--- src/hdl/tdmsch_pkg.sv ---
// Purpose: Shared constants of the time-slot RMAP initiator scheduler.
// Assumes: One 125 MHz clock; time values are 6 bits wide.
// Notes: Times are kept in their own unit; cycle counts derive from them.
package tdmsch_pkg;
	// Time value and slot table
	localparam int TV_W = 6;
	localparam int SLOTS = 64;
	// Clock and start deadline (longest time, rounded down)
	localparam int CLK_NS = 8;
	localparam int START_MAX_NS = 5000;
	localparam int START_CYC_RAW = START_MAX_NS / CLK_NS;
	localparam int START_CYC_INT = (START_CYC_RAW < 1) ? 1 : START_CYC_RAW;
	localparam int WIN_W = 10;
	localparam logic [WIN_W-1:0] START_MAX_CYC = WIN_W'(START_CYC_INT);
	// Data length limit outside multi-slot mode, in bytes
	localparam int LEN_MAX = 256;
	// Schedule modes
	localparam int MODE_W = 2;
	localparam logic [MODE_W-1:0] MODE_SIMPLE = 2'h0;
	localparam logic [MODE_W-1:0] MODE_CONCUR = 2'h1;
	localparam logic [MODE_W-1:0] MODE_MULTI = 2'h2;
	// Reset values
	localparam logic RST_PERMIT = 1'h0;
endpackage : tdmsch_pkg

--- src/hdl/tdmsch_top.sv ---
// Purpose: Time-slot access control for an RMAP initiator: schedule table,
//          time-code watchdog, command gating and reply tracking.
// Assumes: Time-codes, commands and replies come from logic on clk_i.
// Notes: Table is written through a plain port; no software registers.
`timescale 1ns/100ps

module tdmsch_top #(
	parameter int NTGT = 8,
	parameter int SPAN_W = 4,
	parameter int WDG_W = 24,
	parameter int LEN_W = 24,
	parameter int DATA_W = 32,
	parameter int STAT_W = 8
) (
	// Clock and reset
	input wire logic clk_i,
	input wire logic sys_rst_i,
	// Configuration
	input wire logic [tdmsch_pkg::MODE_W-1:0] mode_i,
	input wire logic [WDG_W-1:0] wdog_min_i,
	input wire logic [WDG_W-1:0] wdog_max_i,
	// Schedule table write port
	input wire logic sched_we_i,
	input wire logic [tdmsch_pkg::TV_W-1:0] sched_addr_i,
	input wire logic sched_permit_i,
	input wire logic [NTGT-1:0] sched_tgt_i,
	input wire logic [SPAN_W-1:0] sched_span_i,
	// Time-codes from the link
	input wire logic tc_valid_i,
	input wire logic [tdmsch_pkg::TV_W-1:0] tc_value_i,
	// User command
	input wire logic cmd_valid_i,
	output logic cmd_ready_o,
	input wire logic [$clog2(NTGT)-1:0] cmd_tgt_i,
	input wire logic cmd_write_i,
	input wire logic [LEN_W-1:0] cmd_len_i,
	// Command toward the link
	output logic tx_valid_o,
	input wire logic tx_ready_i,
	output logic [$clog2(NTGT)-1:0] tx_tgt_o,
	output logic tx_write_o,
	output logic tx_ack_req_o,
	output logic [LEN_W-1:0] tx_len_o,
	// Reply from the link
	input wire logic rpl_valid_i,
	input wire logic rpl_last_i,
	input wire logic [STAT_W-1:0] rpl_status_i,
	input wire logic [DATA_W-1:0] rpl_data_i,
	// Reply to the user
	output logic usr_rpl_valid_o,
	output logic usr_rpl_last_o,
	output logic [STAT_W-1:0] usr_rpl_status_o,
	output logic [DATA_W-1:0] usr_rpl_data_o,
	// Slot state and errors
	output logic [tdmsch_pkg::TV_W-1:0] slot_o,
	output logic slot_permit_o,
	output logic busy_o,
	output logic err_early_o,
	output logic err_late_o,
	output logic err_noreply_o,
	output logic err_len_o
);
	localparam int TGT_W = $clog2(NTGT);

	generate
		if (NTGT < 2 || SPAN_W < 1 || WDG_W < 2 || LEN_W < 9) begin : g_bad_param
			$error("tdmsch_top: parameter values out of range");
		end
	endgenerate

	logic tbl_permit_ff [tdmsch_pkg::SLOTS];
	logic [NTGT-1:0] tbl_tgt_ff [tdmsch_pkg::SLOTS];
	logic [SPAN_W-1:0] tbl_span_ff [tdmsch_pkg::SLOTS];

	generate
		for (genvar e = 0; e < tdmsch_pkg::SLOTS; e++) begin : g_entry
			wire logic hit = sched_we_i && (sched_addr_i == tdmsch_pkg::TV_W'(e));
			always_ff @(posedge clk_i) begin
				if (sys_rst_i) begin
					tbl_permit_ff[e] <= tdmsch_pkg::RST_PERMIT;
					tbl_tgt_ff[e] <= '0;
					tbl_span_ff[e] <= '0;
				end else if (hit) begin
					tbl_permit_ff[e] <= sched_permit_i;
					tbl_tgt_ff[e] <= sched_tgt_i;
					tbl_span_ff[e] <= sched_span_i;
				end
			end
		end
	endgenerate

	logic open_ff;
	logic [tdmsch_pkg::TV_W-1:0] slot_ff;
	logic permit_ff;
	logic [NTGT-1:0] tgt_ff;
	logic [SPAN_W-1:0] span_ff;
	logic issued_ff;
	logic [tdmsch_pkg::WIN_W-1:0] win_ff;
	logic out_ff;
	logic [SPAN_W-1:0] rem_ff;
	logic tx_valid_ff;
	logic [TGT_W-1:0] tx_tgt_ff;
	logic tx_write_ff;
	logic tx_ack_ff;
	logic [LEN_W-1:0] tx_len_ff;
	logic [WDG_W-1:0] itv_ff;
	logic armed_ff;
	logic late_ff;
	logic err_early_ff;
	logic err_late_ff;
	logic err_noreply_ff;
	logic err_len_ff;
	logic rv_ff;
	logic rl_ff;
	logic [STAT_W-1:0] rs_ff;
	logic [DATA_W-1:0] rd_ff;

	wire logic is_multi = (mode_i == tdmsch_pkg::MODE_MULTI);
	wire logic is_simple = (mode_i == tdmsch_pkg::MODE_SIMPLE);
	wire logic len_ok = is_multi || (cmd_len_i <= LEN_W'(tdmsch_pkg::LEN_MAX));
	// Simple schedule lets the slot owner reach any target
	wire logic tgt_ok = is_simple || tgt_ff[cmd_tgt_i];
	// Start only inside the deadline window
	wire logic in_win = (win_ff < tdmsch_pkg::START_MAX_CYC);
	// Send pending command to allowed target
	wire logic accept = cmd_valid_i && !tc_valid_i && open_ff && permit_ff && tgt_ok
		&& !out_ff && !tx_valid_ff && !issued_ff && in_win && len_ok;
	wire logic reject = cmd_valid_i && !len_ok;
	wire logic rpl_done = rpl_valid_i && rpl_last_i && out_ff;
	// Single-slot modes time out at next slot
	// Multi-slot times out after last slot
	wire logic timeout = tc_valid_i && out_ff && (!is_multi || rem_ff == '0);
	wire logic early = tc_valid_i && armed_ff && (itv_ff < wdog_min_i);
	wire logic late = !tc_valid_i && armed_ff && !late_ff && (itv_ff >= wdog_max_i);
	wire logic [SPAN_W-1:0] nxt_rem = (is_multi && span_ff != '0) ? span_ff - SPAN_W'(1) : '0;

	always_ff @(posedge clk_i) begin
		if (sys_rst_i) begin
			open_ff <= 1'h0;
			slot_ff <= '0;
			permit_ff <= 1'h0;
			tgt_ff <= '0;
			span_ff <= '0;
		end else if (tc_valid_i) begin
			open_ff <= 1'h1;
			slot_ff <= tc_value_i;
			permit_ff <= tbl_permit_ff[tc_value_i];
			tgt_ff <= tbl_tgt_ff[tc_value_i];
			span_ff <= tbl_span_ff[tc_value_i];
		end
	end

	always_ff @(posedge clk_i) begin
		if (sys_rst_i) begin
			issued_ff <= 1'h0;
			win_ff <= '0;
		end else if (tc_valid_i) begin
			issued_ff <= 1'h0;
			win_ff <= tdmsch_pkg::WIN_W'(1);
		end else begin
			issued_ff <= issued_ff || accept;
			win_ff <= in_win ? win_ff + tdmsch_pkg::WIN_W'(1) : win_ff;
		end
	end

	always_ff @(posedge clk_i) begin
		if (sys_rst_i) begin
			out_ff <= 1'h0;
			rem_ff <= '0;
		end else if (accept) begin
			out_ff <= 1'h1;
			rem_ff <= nxt_rem;
		end else if (rpl_done || timeout) begin
			out_ff <= 1'h0;
			rem_ff <= '0;
		end else if (tc_valid_i && out_ff) begin
			rem_ff <= rem_ff - SPAN_W'(1);
		end
	end

	// Command stage toward the link; held until taken
	always_ff @(posedge clk_i) begin
		if (sys_rst_i) begin
			tx_valid_ff <= 1'h0;
			tx_tgt_ff <= '0;
			tx_write_ff <= 1'h0;
			tx_ack_ff <= 1'h0;
			tx_len_ff <= '0;
		end else if (accept) begin
			tx_valid_ff <= 1'h1;
			tx_tgt_ff <= cmd_tgt_i;
			tx_write_ff <= cmd_write_i;
			tx_ack_ff <= cmd_write_i;
			tx_len_ff <= cmd_len_i;
		end else if (tx_ready_i) begin
			tx_valid_ff <= 1'h0;
		end
	end

	always_ff @(posedge clk_i) begin
		if (sys_rst_i) begin
			rv_ff <= 1'h0;
			rl_ff <= 1'h0;
			rs_ff <= '0;
			rd_ff <= '0;
		end else begin
			rv_ff <= rpl_valid_i && out_ff;
			rl_ff <= rpl_done;
			rs_ff <= (rpl_valid_i && out_ff) ? rpl_status_i : rs_ff;
			rd_ff <= (rpl_valid_i && out_ff) ? rpl_data_i : rd_ff;
		end
	end

	// Interval counted in cycles
	// Saturates so a dead link does not wrap into a false early flag
	always_ff @(posedge clk_i) begin
		if (sys_rst_i) begin
			itv_ff <= '0;
			armed_ff <= 1'h0;
			late_ff <= 1'h0;
		end else if (tc_valid_i) begin
			itv_ff <= WDG_W'(1);
			armed_ff <= 1'h1;
			late_ff <= 1'h0;
		end else begin
			itv_ff <= (&itv_ff) ? itv_ff : itv_ff + WDG_W'(1);
			late_ff <= late_ff || late;
		end
	end

	always_ff @(posedge clk_i) begin
		if (sys_rst_i) begin
			err_early_ff <= 1'h0;
			err_late_ff <= 1'h0;
			err_noreply_ff <= 1'h0;
			err_len_ff <= 1'h0;
		end else begin
			err_early_ff <= early;
			err_late_ff <= late;
			err_noreply_ff <= timeout;
			err_len_ff <= reject;
		end
	end

	assign cmd_ready_o = accept || reject;
	assign tx_valid_o = tx_valid_ff;
	assign tx_tgt_o = tx_tgt_ff;
	assign tx_write_o = tx_write_ff;
	assign tx_ack_req_o = tx_ack_ff;
	assign tx_len_o = tx_len_ff;
	assign usr_rpl_valid_o = rv_ff;
	assign usr_rpl_last_o = rl_ff;
	assign usr_rpl_status_o = rs_ff;
	assign usr_rpl_data_o = rd_ff;
	assign slot_o = slot_ff;
	assign slot_permit_o = permit_ff;
	assign busy_o = out_ff;
	assign err_early_o = err_early_ff;
	assign err_late_o = err_late_ff;
	assign err_noreply_o = err_noreply_ff;
	assign err_len_o = err_len_ff;
endmodule : tdmsch_top

--- config.mk ---
export PLATFORM = sky130hd
export DESIGN_NAME = tdmsch_top
export DESIGN_NICKNAME = d
export VERILOG_FILES = /design/src/hdl/tdmsch_pkg.sv /design/src/hdl/tdmsch_top.sv
export SDC_FILE = /design/constraint.sdc
export NUM_CORES = 2
export LEC_CHECK = 0
export BUFFER_PORTS_ARGS = -buffer_cell sky130_fd_sc_hd__buf_2
export CAP_MARGIN = 25
export CORE_MARGIN = 10
export CORE_UTILIZATION = 60
export CTS_CLUSTER_DIAMETER = 200
export CTS_CLUSTER_SIZE = 30
export DETAILED_ROUTE_END_ITERATION = 10
export PLACE_DENSITY = 0.87
export SLEW_MARGIN = 20
export SYNTH_ARGS = -nofsm -noshare
export SYNTH_HDL_FRONTEND = slang
export SYNTH_SLANG_ARGS = --single-unit
--- constraint.sdc ---
create_clock -name clk_i -period 3.8 [get_ports clk_i]
set_clock_uncertainty 0.2 [all_clocks]
set_input_delay 1.14 -clock clk_i [delete_from_list [all_inputs] [get_ports clk_i]]
set_output_delay 1.14 -clock clk_i [all_outputs]
set_load 0.05 [all_outputs]
## Yosys cells after proc, flatten, opt, wreduce, memory -nomap -nowiden

Memory sizes are Yosys's and may differ from the RTL's. A register that Yosys moved wholly into a read port is not among the register bits.
Cells that the tools add are included.

| word-level totals | value |
|---|---|
| output and inout bits | 85 |
| register bits | 123 |
| memories | 3 |
| RAM bits | 832 |
| bits in latches | 0 |
| memory bits (read-only) | 0 |
| input port bits | 151 |
| logic and storage cells | 800 |

Memories:

| name | depth | width | rd ports | clocked after memory_dff | wr ports | line | RTL |
|---|---|---|---|---|---|---|---|
| tbl_tgt_ff | 64 | 8 | 1 | 1 | 64 | tdmsch_top.sv:72 | `logic [NTGT-1:0] tbl_tgt_ff [tdmsch_pkg::SLOTS];` |
| tbl_span_ff | 64 | 4 | 1 | 1 | 64 | tdmsch_top.sv:73 | `logic [SPAN_W-1:0] tbl_span_ff [tdmsch_pkg::SLOTS];` |
| tbl_permit_ff | 64 | 1 | 1 | 1 | 64 | tdmsch_top.sv:71 | `logic tbl_permit_ff [tdmsch_pkg::SLOTS];` |

| cells by class | value |
|---|---|
| multipliers | 0 |
| multiplexer cells | 400 |
| add/subtract/negate cells | 4 |
| div/mod/pow operators | 0 |
| magnitude comparators | 5 |
| bitwise gates (word level) | 192 |
| equal/unequal tests | 65 |
| reduce and logical (&&, ||, !) cells | 109 |
| shift-type cells | 0 |

Operator list:

| cell | count |
|---|---|
| $mux W8 | 64 |
| $mux W4 | 68 |
| $mux W1 | 267 |
| $eq A6 B6 Y1 const B | 32 |
| $or A1 B1 Y1 | 192 |
| $eq A6 B5 Y1 const B | 16 |
| $logic_and A1 B1 Y1 | 85 |
| $eq A6 B4 Y1 const B | 8 |
| $add A24 B1 Y24 const B | 1 |
| $eq A6 B3 Y1 const B | 4 |
| $ge A24 B24 Y1 | 1 |
| $le A24 B9 Y1 const B | 1 |
| $lt A24 B24 Y1 | 1 |
| $reduce_and A24 Y1 | 1 |
| $eq A6 B2 Y1 const B | 2 |
| $add A10 B1 Y10 const B | 1 |
| $lt A10 B10 Y1 const B | 1 |
| $sub A4 B1 Y4 const B | 2 |
| $logic_not A1 Y1 | 7 |
| $logic_or A1 B1 Y1 | 7 |
| $eq A6 B1 Y1 const B | 1 |
| $logic_not A6 Y1 | 1 |
| $reduce_bool A2 Y1 | 3 |
| $logic_not A4 Y1 | 1 |
| 8 further kinds | 8 |

## Longest topological paths before layout

| logic depth | value |
|---|---|
| depth after elaboration | 11 |
| depth in mapped cells | 10 |

## Worst setup path before layout

OpenSTA, ideal clock, no wires.

| path | value |
|---|---|
| kind | input-to-output |
| start point | input port cmd_tgt_i[0] |
| end point | output port cmd_ready_o |
| path buffers | 0 |
| stages on the path | 6 |
| data arrival time | 2476 ps |
| path slack | -16 ps |
| cell sequence | mux4_1 > mux2i_1 > o21ai_1 > and2_1 > nand2_1 > nand2_1 |

| on the way | value |
|---|---|
| word-level cells in the longest chain between the ends | 10 |

Ends and longest elaborated chain:

| element | line | RTL |
|---|---|---|
| from (decl) | tdmsch_top.sv:34 | `input wire logic [$clog2(NTGT)-1:0] cmd_tgt_i,` |
| $bmux W1 S3 | tdmsch_top.sv:122 | `wire logic tgt_ok = is_simple \|\| tgt_ff[cmd_tgt_i];` |
| $mux W1 (implied by the code) | tdmsch_top.sv:122 |  |
| $logic_or A1 B1 Y1 | tdmsch_top.sv:122 |  |
| $logic_and A1 B1 Y1 | tdmsch_top.sv:126 | `wire logic accept = cmd_valid_i && !tc_valid_i && open_ff && permit_ff && tgt_ok` |
| $logic_and A1 B1 Y1 (5 in series) | tdmsch_top.sv:127 | `&& !out_ff && !tx_valid_ff && !issued_ff && in_win && len_ok;` |
| $logic_or A1 B1 Y1 | tdmsch_top.sv:245 | `assign cmd_ready_o = accept \|\| reject;` |
| to (decl) | tdmsch_top.sv:33 | `output logic cmd_ready_o,` |

No other way between the ends. The select of a mux whose other input is x is not followed.

## Worst setup path after layout

| path | value |
|---|---|
| start point | register win_ff[0] in the netlist's numbering |
| end point | output port cmd_ready_o |

| on the way | value |
|---|---|
| word-level cells in the longest chain between the ends | 4 |

Ends and longest elaborated chain:

| element | line | RTL |
|---|---|---|
| from (decl) | tdmsch_top.sv:98 | `logic [tdmsch_pkg::WIN_W-1:0] win_ff;` |
| from (signal assigned) | tdmsch_top.sv:159 | `win_ff <= tdmsch_pkg::WIN_W'(1);` |
| from (signal assigned) | tdmsch_top.sv:162 | `win_ff <= in_win ? win_ff + tdmsch_pkg::WIN_W'(1) : win_ff;` |
| $lt A10 B10 Y1 | tdmsch_top.sv:124 | `wire logic in_win = (win_ff < tdmsch_pkg::START_MAX_CYC);` |
| $logic_and A1 B1 Y1 (2 in series) | tdmsch_top.sv:127 |  |
| $logic_or A1 B1 Y1 | tdmsch_top.sv:245 |  |

No other way between the ends.

==> impl_metrics.tcl <==
set metrics [dict create \
    start_kind "register" \
    ff2ff_path_depth 22 \
    finish.utilization_pct 66.2 \
    holdPathEnd "usr_rpl_data_o[11]" \
    fin_crit_sh_pct 101 \
    synth_warnings 0 \
    drtIter0Drc 3657 \
    numCtsBuffers 38 \
    drv_slew 0 \
    async_flop_share_pct 0 \
    syn_area_mm2 0.0449 \
    setup_viol 1 \
    rsz0062_at_grt "true" \
    stdcell_count 4604 \
    fin_hold_ws_ns 0.257 \
    syn_area_per_cell_um2 13.2 \
    core_area_mm2 0.0743 \
    nNetsFinal 3812 \
    fmax_mhz 262 \
    r2r-start "win_ff[0]" \
    total_leakage_power_uw 0.0185 \
    power_uw 19100 \
    hold_buffers 0 \
    grt_max_degree 65 \
    ys.flop_type "edfxtp_1" \
    syn2layout_area_growth_pct 9.67 \
    numPortBuffers 235 \
    grt-ovfl-total 0 \
    rrSetupSlack_ns 0.07 \
    cp_max_fo 2 \
    period_minus_slack_ns 3.82 \
    insertion_delay_ns 0.65 \
    worst_slew_pin_slew_ns 1.10 \
    die_h_um 294 \
    vias 28400 \
    dieArea_mm2 0.0861 \
    start_util_pct 60.4 \
    placed_cells_incl_taps 4506 \
    n_fill_cell 5159 \
    drcViolationCount 0 \
    hold_violations 0 \
    synth-edff-count 832 \
    cp.required_ns 2.46 \
    grt_pass1_vias 28400 \
    routed-wl-met3_um 12900 \
    drive_gt1_share_pct 17.5 \
    synth_fp_nets 3612 \
    grt_pass1_wl_um 171000 \
    status "complete, but fails checks" \
    p_per_area_mw_per_mm2 387 \
    place.gp.congestion 1.03 \
    cts_root_buf "clkbuf_16" \
    hold_start "usr_rpl_data_o[11]" \
    ys_seq_area_share_pct 61.7 \
    io_pins 236 \
    antenna_found_initial 8 \
    cts_tree "built" \
    wl_per_cell_um 25.0 \
    syn_inst 3409 \
    rows 100 \
    met1_length_um 41100 \
    synth-seq-cells 968 \
    worstPathArrival_ns 2.48 \
    clkTransAtPathRegs_ns 0.11 \
    vdd_drop_max_v 0.000567 \
    wl_um 115000 \
    clkSinkCount 968 \
    top_layer_used "met5" \
    ys_types 62 \
    setup_ws_ns -0.0210 \
    grt.total_usage_pct 26.1 \
    worstSetupEndpointType "primary output" \
    slew_headroom_pct 26.2 \
    violations "negative setup slack" \
    drtAntennaViolNets 0 \
    first_pass_iters 5 \
    r2r-end "tx_len_o[18]" \
    max-cap-violations 0 \
    path_class "reg -> out" \
    htree_num_levels 2 \
    wl_met2_um 55900 \
    clock_path_buffers 3 \
    vias_per_cell 6.17 \
    hold_class "reg -> reg" \
    die_w_um 294 \
    hold_depth 2 \
    place_hpwl_um 76500 \
]
==> state kept, by name, indices dropped and copies added (netlist names), 3 cells and up <==
signal / cells
tx_tgt_o: 3
tx_len_o: 24
tbl_span_ff: 256
slot_o: 6
usr_rpl_status_o: 8
span_ff: 4
tgt_ff: 8
tbl_permit_ff: 64
rem_ff: 4
usr_rpl_data_o: 32
tbl_tgt_ff: 512
itv_ff: 24
win_ff: 10
==> cell type report <==
class | count | area, um2 | share of cell area (%)
Antenna cell | 3 | 7.51 | 0.0153
Sequential cell | 968 | 27700 | 56.3
Multi-Input combinational cell | 2091 | 15800 | 32.0
Tap cell | 969 | 1210 | 2.46
Timing Repair Buffer | 447 | 3210 | 6.52
Inverter | 63 | 236 | 0.480
Clock buffer | 59 | 1030 | 2.09
Clock inverter | 4 | 63.8 | 0.130
==> kinds of logic (layout without fill, tap and decap cells) <==
family | after synthesis | count (layout) | synth area share [%]
flops | 968 | 968 | 61.7
compound gates | 337 | 337 | 5.08
xor+xnor | 27 | 27 | 0.527
other cells | 0 | 3 | 0
simple gates | 1299 | 1299 | 16.5
buf+inv | 350 | 573 | 3.34
fa+ha+maj | 52 | 52 | 1.45
mux | 376 | 376 | 11.4
==> through the flow <==
step | instance area [um2] | setup TNS, ns | setup WS (ns)
floorplan | 44900 | 0 | 0.0790
finish | 49200 | -0.0210 | -0.0210
CTS | 49100 | -0.0503 | -0.0503
global route | 49200 | -0.145 | -0.101
global placement | 47700 | -0.271 | -0.271
detailed placement | 47700 | -0.252 | -0.246
==> report_power, final <==
group | internal [uW] | total (uW) | leakage, uW | switching [uW]
registers | 12000 | 12200 | 0.00901 | 170
clock network | 1940 | 5100 | 0.000520 | 3170
logic | 708 | 1790 | 0.00898 | 1080
total | 14600 | 19100 | 0.0185 | 4420
==> cell usage after synthesis (3+ instances only) <==
cell type  count  area [um2]
and2_1       837        5240
edfxtp_1     832       25000
mux2i_1      257        2570
clkbuf_1     210         788
nor2_1       178         668
dfxtp_1      136        2720
nand2_1      115         432
mux4_2       104        2340
o22ai_1       92         576
a21oi_1       68         340
o21bai_1      65         488
inv_1         62         233
ha_1          52         651
nand3_1       35         175
buf_2         26         130
o21ai_0       26         130
nor4_1        24         150
buf_1         22        82.6
nand4_1       22         138
buf_4         17         128
or3_1         17         106
xor2_1        15         131
a21o_1        14         105
a221oi_1      14         123
or4_1         14         105
a22o_1        13         114
a32o_1        13         130
mux2_2        13         146
and3_1        12        75.1
buf_6         12         135
xnor2_1       12         105
nor3_1        10        50.1
and4_1         8        70.1
nor2b_1        8        50.1
a211oi_1       7        52.6
or2_2          6        37.5
nand2b_1       4        25.0
nand3b_1       3        22.5
o211ai_1       3        22.5
==> layer usage <==
| layer | track usage (%) | up-vias |
|---|---|---|
| li1 | - | 12600 |
| met1 | 32.9 | 13900 |
| met2 | 44.1 | 1617 |
| met3 | 4.75 | 272 |
| met4 | 10.8 | 6 |
| met5 | 0 | - |
==> how the worst max path moves through the flow <==
stage / start / endpoint / slack, ns / cells past startpoint
finish: win_ff[0] / cmd_ready_o / -0.02 / 9
global route: win_ff[1] / cmd_ready_o / -0.10 / 9
CTS: cmd_tgt_i[0] / cmd_ready_o / -0.05 / 8
detailed placement: cmd_tgt_i[0] / cmd_ready_o / -0.25 / 8
global placement: cmd_tgt_i[0] / cmd_ready_o / -0.27 / 8
floorplan: cmd_tgt_i[0] / cmd_ready_o / 0.08 / 6
==> repair_timing <==
action                     CTS  global route
pin swaps                    4             5
setup endpoints to repair    1            32
resized for setup           17            16
buffers inserted            25             6
cloned                       0             3
==> critical path: stages, from the launching register on <==
cell	delay, ns
dfxtp_2	0.34
inv_2	0.08
ha_4	0.12
or3b_4	0.37
a211o_4	0.35
a21oi_4	0.15
and2_4	0.19
nand2_4	0.06
nand2_4	0.07
buf_8	0.14
==> layout by cell type (no fill, tap or decap), types with 15 or more instances in the layout <==
cell type  instances
a21oi_1           67
and2_1           836
buf_12            28
buf_2            230
buf_4            180
clkbuf_1          21
clkbuf_16         40
dfxtp_1          134
edfxtp_1         832
ha_1              51
inv_1             60
mux2i_1          254
mux4_2           106
nand2_1          113
nand3_1           35
nand4_1           22
nor2_1           178
nor4_1            24
o21ai_0           26
o21bai_1          64
o22ai_1           91
or3_1             17
xor2_1            15
(Power assumes the default switching activity.)
